### src/pwd_pkg.sv
package pwd_pkg;

  // bus and register map (byte addresses)
  localparam int unsigned   PWD_ADDR_W        = 8;
  localparam logic [7:0]    PWD_OFF_BOARD     = 8'h00;
  localparam logic [7:0]    PWD_OFF_TRIG      = 8'h04;
  localparam logic [7:0]    PWD_OFF_CTRL      = 8'h08;
  localparam logic [7:0]    PWD_OFF_CONST_A   = 8'h0c;
  localparam logic [7:0]    PWD_OFF_CONST_B   = 8'h10;
  localparam logic [7:0]    PWD_OFF_COUNT     = 8'h14;
  localparam logic [7:0]    PWD_OFF_IRQ       = 8'h18;

  // reset values
  localparam logic [15:0]   PWD_CTRL_RST      = 16'h0000;
  localparam logic [15:0]   PWD_CONST_RST     = 16'h0000;
  localparam logic          PWD_BOARD_RST     = 1'b0;
  // bit 14 is unused and reads as zero
  localparam logic [15:0]   PWD_CTRL_WMASK    = 16'hbfff;

  // channel_mode_control field positions
  localparam int unsigned   PWD_F_MODE_LO     = 0;
  localparam int unsigned   PWD_F_POL         = 3;
  localparam int unsigned   PWD_F_INA_LO      = 4;
  localparam int unsigned   PWD_F_INB_LO      = 6;
  localparam int unsigned   PWD_F_INC_LO      = 8;
  localparam int unsigned   PWD_F_SRC_LO      = 10;
  localparam int unsigned   PWD_F_DEB         = 13;
  localparam int unsigned   PWD_F_IE          = 15;

  // mode, selector and clock source codes
  localparam logic [2:0]    PWD_MODE_QUAD     = 3'h1;
  localparam logic [2:0]    PWD_MODE_PWM      = 3'h2;
  localparam logic [2:0]    PWD_MODE_WDOG     = 3'h3;
  localparam logic [1:0]    PWD_SEL_LOW       = 2'h1;
  localparam logic [1:0]    PWD_SEL_HIGH      = 2'h2;
  localparam logic [1:0]    PWD_SEL_ALT       = 2'h3;
  localparam logic [2:0]    PWD_SRC_FASTEST   = 3'h4;
  localparam logic [2:0]    PWD_SRC_EXT       = 3'h5;

  // timing
  localparam int unsigned   PWD_PCLK_KHZ      = 100000;
  localparam int unsigned   PWD_PCLK_NS       = 10;
  localparam int unsigned   PWD_BASE_KHZ      = 500;
  localparam int unsigned   PWD_DEBOUNCE_NS   = 2500;
  localparam int unsigned   PWD_DEB_CYCLES    = (PWD_DEBOUNCE_NS + PWD_PCLK_NS - 1) / PWD_PCLK_NS;

  typedef enum logic [1:0] {
    PWD_IDLE,
    PWD_RUN,
    PWD_DONE
  } pwd_state_t;

endpackage

### src/pwd_channel.sv
// Decided for this implementation: the register offsets and register access over APB.
`timescale 1ns/1ns

// Notes on behaviour
// quadrature, bits 11:10 = 01: output active while count equals constant A.
// quadrature, bit 11 set: output active while the index condition holds.
// debounce bit 13 set removes input transitions shorter than 2.5 us.
// mode field 010 selects continuous pulse width modulation.
// constant A sets delay before active, constant B the active duration.
// bit 3 picks active level: 0 active low (default), 1 active high.
// count down per selected clock edge; at zero toggle and load other constant.
// fastest internal clock adds one extra cycle to each timed interval; the code adds it to pwm loads only, not to watchdog loads of A.
// gate code 01 runs while input low, 10 while high; else ungated.
// external clock counted only with bits 7:6 = 01/10 and source 101.
// source 000..100 picks internal rates, four times faster on fast carrier.
// software sets carrier speed bit 0: clear for slow, set for fast carrier.
// start on external trigger edge (01 low, 10 high) or software trigger.
// host issues no further triggers nor control changes while running.
// pwm with interrupt enable raises an interrupt on every output transition.
// mode 011 watchdog: output active while counting from A down to zero.
// timed-out watchdog restarts only after reload; retrigger at zero times out.
// watchdog reload from A while input low (01) or high (10).
// writing constant A loads the counter directly, even mid countdown; the code does this in watchdog mode only.
// watchdog, trigger code 11: count while trigger input high, hold while low.
// watchdog decrements once per selected clock after trigger.
// watchdog zero raises interrupt, pending until reinitialised and cleared.
module pwd_channel (
  // apb slave
  input  wire logic                          pclk,
  input  wire logic                          presetn,
  input  wire logic                          psel,
  input  wire logic                          penable,
  input  wire logic                          pwrite,
  input  wire logic [pwd_pkg::PWD_ADDR_W-1:0] paddr,
  input  wire logic [31:0]                   pwdata,
  output logic                               pready,
  output logic [31:0]                        prdata,
  output logic                               pslverr,
  // field inputs
  input  wire logic                          gate_reload_input,
  input  wire logic                          clock_event_input,
  input  wire logic                          trigger_index_input,
  // field output and interrupt
  output logic                               channel_out,
  output logic                               irq
);

  ////////////////////////////////////////////////////////////////////////////////
  // helpers

  // level-sensitive selector: 01 active low, 10 active high, else inactive
  function automatic logic sel_active(input logic [1:0] sel, input logic lvl);
    logic r;
    r = 1'b0;
    if (sel == pwd_pkg::PWD_SEL_LOW) begin
      r = ~lvl;
    end else if (sel == pwd_pkg::PWD_SEL_HIGH) begin
      r = lvl;
    end
    return r;
  endfunction

  // internal clock rate in kHz for a source code and carrier speed
  function automatic logic [16:0] rate_khz(input logic [2:0] src, input logic fast);
    logic [16:0] r;
    r = 17'(pwd_pkg::PWD_BASE_KHZ) << src;
    if (fast) begin
      r = r << 2;
    end
    return r;
  endfunction

  // constant as loaded into the counter, one cycle longer on the fastest clock
  function automatic logic [16:0] load_val(input logic [15:0] k, input logic [2:0] src);
    logic [16:0] r;
    r = {1'b0, k};
    if (src == pwd_pkg::PWD_SRC_FASTEST) begin
      r = r + 17'h00001;
    end
    return r;
  endfunction

  ////////////////////////////////////////////////////////////////////////////////
  // registers and decoded fields

  logic                    board_fast_q;
  logic [15:0]             ctrl_q;
  logic [15:0]             const_a_q;
  logic [15:0]             const_b_q;
  logic                    pready_q;
  logic                    pslverr_q;
  logic [31:0]             prdata_q;
  logic                    pending_q;
  logic                    irq_q;
  logic                    chan_out_q;

  logic [2:0]              mode;
  logic                    pol;
  logic [1:0]              ina_sel;
  logic [1:0]              inb_sel;
  logic [1:0]              inc_sel;
  logic [2:0]              src;
  logic                    deb_en;
  logic                    int_en;

  assign mode    = ctrl_q[pwd_pkg::PWD_F_MODE_LO +: 3];
  assign pol     = ctrl_q[pwd_pkg::PWD_F_POL];
  assign ina_sel = ctrl_q[pwd_pkg::PWD_F_INA_LO +: 2];
  assign inb_sel = ctrl_q[pwd_pkg::PWD_F_INB_LO +: 2];
  assign inc_sel = ctrl_q[pwd_pkg::PWD_F_INC_LO +: 2];
  assign src     = ctrl_q[pwd_pkg::PWD_F_SRC_LO +: 3];
  assign deb_en  = ctrl_q[pwd_pkg::PWD_F_DEB];
  assign int_en  = ctrl_q[pwd_pkg::PWD_F_IE];

  logic                    wr_en;
  logic                    wr_trig;
  logic                    wr_ctrl;
  logic                    wr_const_a;
  logic                    wr_irq_clr;

  // a write takes effect in the access cycle in which pready is high
  assign wr_en      = psel & penable & pwrite & pready_q;
  assign wr_trig    = wr_en & (paddr == pwd_pkg::PWD_OFF_TRIG) & pwdata[0];
  assign wr_ctrl    = wr_en & (paddr == pwd_pkg::PWD_OFF_CTRL);
  assign wr_const_a = wr_en & (paddr == pwd_pkg::PWD_OFF_CONST_A);
  assign wr_irq_clr = wr_en & (paddr == pwd_pkg::PWD_OFF_IRQ) & pwdata[0];

  ////////////////////////////////////////////////////////////////////////////////
  // input synchronisers and debounce (bit 0 gate/reload, 1 clock/event, 2 trigger)

  logic [2:0]              pins;
  logic [2:0]              sync1_q;
  logic [2:0]              sync2_q;
  logic [2:0]              sync3_q;
  logic [2:0]              clean_q;
  logic [2:0]              filt_q;
  logic [2:0]              prev_q;
  logic [7:0]              deb_cnt_q [3];

  assign pins = {trigger_index_input, clock_event_input, gate_reload_input};

  always_ff @(posedge pclk or negedge presetn) begin
    if (!presetn) begin
      sync1_q <= 3'h0;
      sync2_q <= 3'h0;
      sync3_q <= 3'h0;
    end else begin
      sync1_q <= pins;
      sync2_q <= sync1_q;
      sync3_q <= sync2_q;
    end
  end

  // a change counts only once the second and third stages agree
  always_ff @(posedge pclk or negedge presetn) begin
    if (!presetn) begin
      clean_q <= 3'h0;
    end else begin
      clean_q <= (sync2_q & sync3_q) | (clean_q & (sync2_q ^ sync3_q));
    end
  end

  // filter must see a level stable for the full window before passing it
  always_ff @(posedge pclk or negedge presetn) begin
    if (!presetn) begin
      filt_q <= 3'h0;
      for (int i = 0; i < 3; i++) begin
        deb_cnt_q[i] <= 8'h00;
      end
    end else begin
      for (int i = 0; i < 3; i++) begin
        if (!deb_en || clean_q[i] == filt_q[i]) begin
          filt_q[i]    <= clean_q[i];
          deb_cnt_q[i] <= 8'h00;
        end else if (deb_cnt_q[i] == 8'(pwd_pkg::PWD_DEB_CYCLES - 1)) begin
          filt_q[i]    <= clean_q[i];
          deb_cnt_q[i] <= 8'h00;
        end else begin
          deb_cnt_q[i] <= deb_cnt_q[i] + 8'h01;
        end
      end
    end
  end

  always_ff @(posedge pclk or negedge presetn) begin
    if (!presetn) begin
      prev_q <= 3'h0;
    end else begin
      prev_q <= filt_q;
    end
  end

  ////////////////////////////////////////////////////////////////////////////////
  // selected counting clock as a one-cycle enable

  logic [16:0]             acc_q;
  logic                    int_tick_q;
  logic [16:0]             acc_sum;
  logic                    ext_tick;
  logic                    clk_tick;

  // fractional accumulator: exact average rate, one pclk of jitter per tick
  assign acc_sum = acc_q + rate_khz(src, board_fast_q);

  always_ff @(posedge pclk or negedge presetn) begin
    if (!presetn) begin
      acc_q      <= 17'h00000;
      int_tick_q <= 1'b0;
    end else if (acc_sum >= 17'(pwd_pkg::PWD_PCLK_KHZ)) begin
      acc_q      <= acc_sum - 17'(pwd_pkg::PWD_PCLK_KHZ);
      int_tick_q <= 1'b1;
    end else begin
      acc_q      <= acc_sum;
      int_tick_q <= 1'b0;
    end
  end

  // external clock: rising edges of the clock/event input
  assign ext_tick = (inb_sel == pwd_pkg::PWD_SEL_LOW || inb_sel == pwd_pkg::PWD_SEL_HIGH)
                    & filt_q[1] & ~prev_q[1];
  assign clk_tick = (src == pwd_pkg::PWD_SRC_EXT) ? ext_tick
                  : (src <= pwd_pkg::PWD_SRC_FASTEST) & int_tick_q;

  ////////////////////////////////////////////////////////////////////////////////
  // trigger, gate, reload and index conditions

  logic                    ext_trig;
  logic                    trigger;
  logic                    gate_run;
  logic                    wd_reload;
  logic                    wd_continue;
  logic                    index_cond;

  assign ext_trig = ((inc_sel == pwd_pkg::PWD_SEL_LOW) & ~filt_q[2] & prev_q[2])
                  | ((inc_sel == pwd_pkg::PWD_SEL_HIGH) & filt_q[2] & ~prev_q[2]);
  assign trigger  = ext_trig | wr_trig;

  assign gate_run = (ina_sel == pwd_pkg::PWD_SEL_LOW || ina_sel == pwd_pkg::PWD_SEL_HIGH)
                    ? sel_active(ina_sel, filt_q[0]) : 1'b1;
  assign wd_reload = sel_active(ina_sel, filt_q[0]);
  // trigger code 11 turns the trigger input into a continue/stop level
  assign wd_continue = (inc_sel != pwd_pkg::PWD_SEL_ALT) | filt_q[2];

  // index high with the gate/clock pair matching the code in bits 9:7
  always_comb begin
    index_cond = 1'b0;
    if (filt_q[2]) begin
      case (ctrl_q[9:7])
        3'h1:    index_cond = ~filt_q[0] & filt_q[1];
        3'h2:    index_cond = filt_q[0] & ~filt_q[1];
        3'h3:    index_cond = filt_q[0] & filt_q[1];
        3'h4:    index_cond = ~filt_q[0] & ~filt_q[1];
        default: index_cond = 1'b0;
      endcase
    end
  end

  ////////////////////////////////////////////////////////////////////////////////
  // counter and state

  pwd_pkg::pwd_state_t     state_q;
  logic [16:0]             cnt_q;
  logic                    phase_q;
  logic                    act_q;
  logic                    event_q;

  always_ff @(posedge pclk or negedge presetn) begin
    if (!presetn) begin
      state_q <= pwd_pkg::PWD_IDLE;
      cnt_q   <= 17'h00000;
      phase_q <= 1'b0;
      act_q   <= 1'b0;
      event_q <= 1'b0;
    end else begin
      event_q <= 1'b0;
      case (mode)
        pwd_pkg::PWD_MODE_PWM: begin
          if (trigger) begin
            // start in the delay phase timed by constant A
            state_q <= pwd_pkg::PWD_RUN;
            phase_q <= 1'b0;
            act_q   <= 1'b0;
            cnt_q   <= load_val(const_a_q, src);
          end else if (state_q == pwd_pkg::PWD_RUN && gate_run && clk_tick) begin
            if (cnt_q <= 17'h00001) begin
              phase_q <= ~phase_q;
              act_q   <= ~act_q;
              event_q <= 1'b1;
              cnt_q   <= phase_q ? load_val(const_a_q, src)
                                 : load_val(const_b_q, src);
            end else begin
              cnt_q <= cnt_q - 17'h00001;
            end
          end
        end
        pwd_pkg::PWD_MODE_WDOG: begin
          if (trigger) begin
            if (cnt_q == 17'h00000) begin
              // never reloaded since last time-out
              state_q <= pwd_pkg::PWD_DONE;
              act_q   <= 1'b0;
              event_q <= 1'b1;
            end else begin
              state_q <= pwd_pkg::PWD_RUN;
              act_q   <= 1'b1;
            end
          end else if (state_q == pwd_pkg::PWD_RUN && wd_continue && clk_tick) begin
            if (cnt_q <= 17'h00001) begin
              cnt_q   <= 17'h00000;
              state_q <= pwd_pkg::PWD_DONE;
              act_q   <= 1'b0;
              event_q <= 1'b1;
            end else begin
              cnt_q <= cnt_q - 17'h00001;
            end
          end
          // reloads override a decrement in the same cycle
          if (wr_const_a) begin
            cnt_q <= {1'b0, pwdata[15:0]};
          end else if (wd_reload) begin
            cnt_q <= {1'b0, const_a_q};
          end
        end
        pwd_pkg::PWD_MODE_QUAD: begin
          // count decoding lives elsewhere; only the output drive is here
          state_q <= pwd_pkg::PWD_IDLE;
          if (ctrl_q[11]) begin
            act_q <= index_cond;
          end else if (ctrl_q[10]) begin
            act_q <= (cnt_q[15:0] == const_a_q);
          end else begin
            act_q <= 1'b0;
          end
        end
        default: begin
          state_q <= pwd_pkg::PWD_IDLE;
          act_q   <= 1'b0;
        end
      endcase
    end
  end

  // inactive level is the opposite of the selected active level
  always_ff @(posedge pclk or negedge presetn) begin
    if (!presetn) begin
      chan_out_q <= 1'b1;
    end else begin
      chan_out_q <= act_q ? pol : ~pol;
    end
  end

  ////////////////////////////////////////////////////////////////////////////////
  // interrupt pending flag

  logic                    wd_expired;

  // clear is refused while the watchdog still sits at zero after time-out
  assign wd_expired = (mode == pwd_pkg::PWD_MODE_WDOG) && (state_q == pwd_pkg::PWD_DONE)
                      && (cnt_q == 17'h00000);

  always_ff @(posedge pclk or negedge presetn) begin
    if (!presetn) begin
      pending_q <= 1'b0;
    end else if (event_q && int_en) begin
      pending_q <= 1'b1;
    end else if (wr_irq_clr && !wd_expired) begin
      pending_q <= 1'b0;
    end
  end

  always_ff @(posedge pclk or negedge presetn) begin
    if (!presetn) begin
      irq_q <= 1'b0;
    end else begin
      irq_q <= pending_q;
    end
  end

  ////////////////////////////////////////////////////////////////////////////////
  // apb register file

  always_ff @(posedge pclk or negedge presetn) begin
    if (!presetn) begin
      board_fast_q <= pwd_pkg::PWD_BOARD_RST;
      ctrl_q       <= pwd_pkg::PWD_CTRL_RST;
      const_a_q    <= pwd_pkg::PWD_CONST_RST;
      const_b_q    <= pwd_pkg::PWD_CONST_RST;
    end else if (wr_en) begin
      if (paddr == pwd_pkg::PWD_OFF_BOARD) begin
        board_fast_q <= pwdata[0];
      end else if (wr_ctrl) begin
        ctrl_q <= pwdata[15:0] & pwd_pkg::PWD_CTRL_WMASK;
      end else if (wr_const_a) begin
        const_a_q <= pwdata[15:0];
      end else if (paddr == pwd_pkg::PWD_OFF_CONST_B) begin
        const_b_q <= pwdata[15:0];
      end
    end
  end

  // answer prepared in the setup cycle, presented for one access cycle
  always_ff @(posedge pclk or negedge presetn) begin
    if (!presetn) begin
      pready_q  <= 1'b0;
      pslverr_q <= 1'b0;
      prdata_q  <= 32'h00000000;
    end else begin
      pready_q  <= psel & ~penable;
      pslverr_q <= 1'b0;
      prdata_q  <= 32'h00000000;
      if (psel && !penable) begin
        if (paddr == pwd_pkg::PWD_OFF_BOARD) begin
          prdata_q <= {31'h00000000, board_fast_q};
        end else if (paddr == pwd_pkg::PWD_OFF_TRIG) begin
          prdata_q <= 32'h00000000;
        end else if (paddr == pwd_pkg::PWD_OFF_CTRL) begin
          prdata_q <= {16'h0000, ctrl_q};
        end else if (paddr == pwd_pkg::PWD_OFF_CONST_A) begin
          prdata_q <= {16'h0000, const_a_q};
        end else if (paddr == pwd_pkg::PWD_OFF_CONST_B) begin
          prdata_q <= {16'h0000, const_b_q};
        end else if (paddr == pwd_pkg::PWD_OFF_COUNT) begin
          prdata_q <= {16'h0000, cnt_q[15:0]};
        end else if (paddr == pwd_pkg::PWD_OFF_IRQ) begin
          prdata_q <= {28'h0000000, wd_expired, state_q == pwd_pkg::PWD_RUN, act_q,
                       pending_q};
        end else begin
          pslverr_q <= 1'b1;
        end
      end
    end
  end

  ////////////////////////////////////////////////////////////////////////////////
  // outputs

  assign pready      = pready_q;
  assign pslverr     = pslverr_q;
  assign prdata      = prdata_q;
  assign channel_out = chan_out_q;
  assign irq         = irq_q;

endmodule

### config.mk
export PLATFORM = sky130hd
export DESIGN_NAME = pwd_channel
export DESIGN_NICKNAME = d
export VERILOG_FILES = /design/src/pwd_pkg.sv /design/src/pwd_channel.sv
export SDC_FILE = /design/constraint.sdc
export NUM_CORES = 1
export LEC_CHECK = 0
export BUFFER_PORTS_ARGS = -buffer_cell sky130_fd_sc_hd__buf_2
export CORE_ASPECT_RATIO = 1.4
export CORE_MARGIN = 3
export CORE_UTILIZATION = 55
export CTS_BUF_LIST = sky130_fd_sc_hd__clkbuf_8
export DETAILED_ROUTE_END_ITERATION = 7
export PLACE_DENSITY = 0.77
export SKIP_CTS_REPAIR_TIMING = 1
export SLEW_MARGIN = 15
export SYNTH_ARGS = -nofsm -noshare
export SYNTH_HDL_FRONTEND = slang
export SYNTH_SLANG_ARGS = --single-unit
### constraint.sdc
create_clock -name pclk -period 3.8 [get_ports pclk]
set_clock_uncertainty 0.05 [all_clocks]
set_input_delay 0.76 -clock pclk [delete_from_list [all_inputs] [get_ports pclk]]
set_output_delay 0.76 -clock pclk [all_outputs]
set_load 0.05 [all_outputs]
-- Yosys cells after proc, flatten, opt, wreduce, memory -nomap -nowiden
Index checks and enable logic that the tools add are counted.
- bits in registers: 167
- bits in latches: 0
- bits in writable memories: 0
- ROM bits: 0
- input port bits: 48
- output and inout port bits: 36
- logic and storage cells: 230
- memories kept: 0
- $add $sub $neg: 8
- multiply operators: 0
- divide/modulo/power cells: 0
- magnitude comparators: 3
- equality and inequality tests: 38
- shift operators: 1
- multiplexer cells: 78
- bitwise gates (word level): 40
- reductions and logical operators: 34
- operators by type and width (operator ; count):
    $mux W17 ; 13
    $mux W16 ; 7
    $mux W8 ; 6
    $mux W1 ; 41
    $add A16 B1 Y17 const B ; 2
    $pmux W17 S2 ; 1
    $add A8 B1 Y8 const B ; 3
    $eq A8 B5 Y1 const B ; 3
    $eq A8 B8 Y1 const B ; 3
    $and A1 B1 Y1 ; 21
    $add A17 B17 Y17 ; 1
    $ge A17 B17 Y1 const B ; 1
    $le A17 B1 Y1 const B ; 1
    $logic_not A17 Y1 ; 1
    $shl A9 B3 Y17 const A ; 1
    $sub A17 B1 Y17 const B ; 1
    $sub A17 B17 Y17 const B ; 1
    $eq A16 B16 Y1 ; 1
    $eq A8 B4 Y1 const B ; 2
    $reduce_bool A2 Y1 ; 7
    $eq A3 B2 Y1 const B ; 4
    $ne A3 B3 Y1 const B ; 4
    $not A1 Y1 ; 12
    $reduce_and A4 Y1 ; 3
    26 further kinds ; 62

-- Depth between registers and ports, before layout
- word-level depth: 11
- gate-level depth with buffers: 16

-- Least setup slack after synthesis
OpenSTA, ideal clock, no wires.
- kind: reg2reg
- start: reg ctrl_q[11]
- end: reg acc_q[13]
- data arrival time: 3.367 ns
- required time: 3.617 ns
- path slack: 0.250 ns
- stages on the path, launching flop included: 16
- clock period less this slack: 3.550 ns
- cell sequence: dfrtp_1 > clkbuf_1 > clkbuf_1 > and3_1 > nor2_1 > ha_1 > clkbuf_1 > a21oi_1 > o21ai_1 > a221o_1 > a211oi_1 > a31oi_1 > a311oi_1 > buf_2 > nand3_1 > xnor2_1
- longest elaborated chain between the ends: 5
- elaborated cells between the ends (all ways): 6
- RTL lines (element ; RTL line ; source):
    from (decl) ; pwd_channel.sv:87 ; logic [15:0] ctrl_q;
    from (signal assigned) ; pwd_channel.sv:385 ; ctrl_q <= pwd_pkg::PWD_CTRL_RST;
    from (signal assigned) ; pwd_channel.sv:392 ; ctrl_q <= pwdata[15:0] & pwd_pkg::PWD_CTRL_WMASK;
    $shl A9 B3 Y17 (*) ; pwd_channel.sv:66 ; r = 17'(pwd_pkg::PWD_BASE_KHZ) << src;
    $mux W17 (*) ; pwd_channel.sv:67 ; if (fast) begin
    $add A17 B17 Y17 (*) ; pwd_channel.sv:203 ; assign acc_sum = acc_q + rate_khz(src, board_fast_q);
    $sub A17 B17 Y17 or $ge A17 B17 Y1 (tied branches) ; pwd_channel.sv:210, pwd_channel.sv:209 ;
    $mux W17 (*) ; pwd_channel.sv:209 ; end else if (acc_sum >= 17'(pwd_pkg::PWD_PCLK_KHZ)) begin
    to (signal assigned) ; pwd_channel.sv:210 ; acc_q <= acc_sum - 17'(pwd_pkg::PWD_PCLK_KHZ);
    to (signal assigned) ; pwd_channel.sv:213 ; acc_q <= acc_sum;
    to (decl) ; pwd_channel.sv:196 ; logic [16:0] acc_q;
Every way passes the cells marked *; elsewhere a longest branch is shown, timed or not.
A chain may end at the register's enable or synchronous reset.

-- Worst setup path in the final report
- start: reg board_fast_q
- end: reg acc_q[6]
- longest elaborated chain between the ends: 4
- elaborated cells between the ends (all ways): 5
- RTL lines (element ; RTL line ; source):
    from (decl) ; pwd_channel.sv:86 ; logic board_fast_q;
    from (signal assigned) ; pwd_channel.sv:384 ; board_fast_q <= pwd_pkg::PWD_BOARD_RST;
    from (signal assigned) ; pwd_channel.sv:390 ; board_fast_q <= pwdata[0];
    $mux W17 (*) ; pwd_channel.sv:67 ;
    $add A17 B17 Y17 (*) ; pwd_channel.sv:203 ;
    $sub A17 B17 Y17 or $ge A17 B17 Y1 (tied branches) ; pwd_channel.sv:210, pwd_channel.sv:209 ;
    $mux W17 (*) ; pwd_channel.sv:209 ;
Marks and branches as above.

==> results.toml <==
[floorplanning]
rows = 56
ios = 84
dieWidth_um = 117
fp.dieH_um = 162
start_util_pct = 56.6
die_area_um2 = 19000
core_area_um2 = 16900

[layout]
final_common_cell = "dfrtp_1"
fill_cells = 1458
n_antenna_cell = 0
layout-drive-gt1-share_pct = 18.1
syn_to_final_growth_pct = 11.1
finalNetCount = 1189
layout_common_cells = "143 x dfrtp_1, 127 x nand2_1, 74 x nor2_1"
fin_cells = 1355

[global_route]
grt-ovfl-total = 0
grt_pass1_vias = 8352
grt_max_degree = 84
grt_pass1_wl_um = 43300
grtUsageTotal_pct = 28.5
antenna_found_initial = 0

[detailed_routing]
via_count = 8443
ant_nets = 0
wl_um = 26700
drt-initial-drc-count = 939
vias_per_cell = 6.23
drtPass1Iterations = 6
wl_per_cell_um = 19.7
drc_errors = 0

[timing]
hold_violations = 0
period_needed_ps = 3630
finalSetupViolCount = 0
worst_pin_slew_ps = 1100
max_freq_ghz = 0.276
slew_violations = 0
timing.final.crit_share_pct = 95.4
slew_headroom_pct = 25.4

[flow_run]
cap_violations = 0

[placed_design]
dp_cells = 1317
numPortBuffers = 51
dp_hpwl_um = 19600
gp_congestion = 1.05

[critical_path]
crit_arrival_ps = 3930
endpoint_kind = "register"
crit_required_ps = 4110
cp_max_fo = 6
path_class = "reg2reg"
start_kind = "register"

[synth]
synth_seq_cells = 148
avgSynthCellArea_um2 = 8.94
synthTopCellsByArea = "dfrtp_1 39%, xnor2_1 6.0%, nand2_1 5.0%"
syn-cell-area_um2 = 9550
synth_cell_types = 78
synth_cells = 1069
synth_ff_type = "dfrtp_1"
synth_top_area_cell = "dfrtp_1"
yosys.area.top_type_share_pct = 38.5
synth_warnings = 0
synth_edf_count = 0
ys_seq_area_share_pct = 38.8
async_flop_share_pct = 100

[min_path]
min_path_type = "in2async"

[clocking]
clkLatencyLatePin_ps = 470
cts_max_level = 4
cts_tree = "done"
clk_pin_slew_ps = 90
root_buffer = "clkbuf_8"
clock_sinks = 148
clock_path_buffers = 2
cts_made_buffers = 17

[power_and_ir_drop]
power_density_nw_per_um2 = 395
ir_drop_uv = 398
power_leakage_nw = 4.65
total_power_mw = 4.19

[status]
outcome = "finished clean"
## metrics by stage
stage                     area (µm²)  worst slack (ps)  util, %  setup TNS [ps]  hold slack, ps
final                          10600               175     62.8               0             301
after global routing           10600             -67.4     62.8            -280             312
after CTS                      10500             -2.71     61.9           -2.71             302
after detailed placement       10100              37.3     59.7               0             285
after global placement         10100               134     59.7               0             283
after floorplan                 9610               250        -               0             281
## cells in the mapped netlist (13+ instances only)
cell type	number
a21o_1	20
a21oi_1	66
a22o_1	13
and3_1	13
buf_4	18
clkbuf_1	62
dfrtp_1	147
ha_1	30
inv_1	26
mux2_2	35
nand2_1	127
nand2b_1	14
nand3_1	31
nand4_1	17
nor2_1	74
nor3_1	30
o21ai_0	38
or3_1	14
xnor2_1	65
xor2_1	30
## flip-flops by register name (all words and copies together) (netlist names), 2 cells and up
register / cells
state_q: 2
acc_q: 15
cnt_q: 17
deb_cnt_q: 24
const_a_q: 16
sync2_q: 3
prdata: 16
const_b_q: 16
sync3_q: 3
clean_q: 3
ctrl_q: 15
prev_q: 2
filt_q: 3
sync1_q: 3
## worst paths after layout
path	depth (start not counted)	slack [ps]	start	endpoint
max	14	170	board_fast_q	acc_q[6]
min	1	300	presetn	prdata[3]
max reg2reg	14	170	board_fast_q	acc_q[6]
min reg2reg	0	300	sync1_q[1]	sync2_q[1]
max in group asynchronous	2	2610	presetn	const_a_q[13]
min in group pclk	0	300	sync1_q[1]	sync2_q[1]
## report_power, final
part | leakage (nW) | internal [mW] | switching, mW
registers | 1.96 | 1.66 | 0.0496
logic | 2.51 | 0.519 | 0.758
clock network | 0.182 | 0.508 | 0.689
## worst max-delay path, stage by stage, from the launching register on
cell and delay (ps):
dfrtp_2 460, buf_2 180, nand2b_1 140, nand2_1 80
nor2_1 140, ha_1 290, and2_1 230, a221oi_4 360
a21oi_2 170, or4_1 550, a31oi_2 230, a311oi_2 180
buf_4 200, buf_4 130, mux2i_1 110
## cell type report
cell class              count  area [µm²]  area share (%)
clock buffers              19         262            2.47
multi-input cells         818        5480            51.7
repair buffers             99         657            6.19
inverters                  26        97.6           0.920
flip-flops and latches    148        3710            35.0
clock inverters            13         113            1.06
well taps                 232         290            2.74
## logic make-up (layout without fill, tap and decap cells)
group           Yosys count  in the layout  synth area share (%)
xor+xnor                 95             95                  8.71
buf+inv                 118            157                  5.54
compound gates          256            256                  18.6
fa+ha+maj                32             32                  4.24
mux                      40             40                  4.65
other cells               1             16                0.0393
flops                   148            148                  38.8
simple gates            379            379                  19.5
## metal layers
layer  wire length [µm]  part of all wire (%)  GRT usage [%]
met5                  0                     0              0
met4               1450                   5.4           16.3
met3               1660                   6.2           5.50
met2              13300                    50           48.8
met1              10200                    38           33.7
Power figures use the tool's default switching activity.
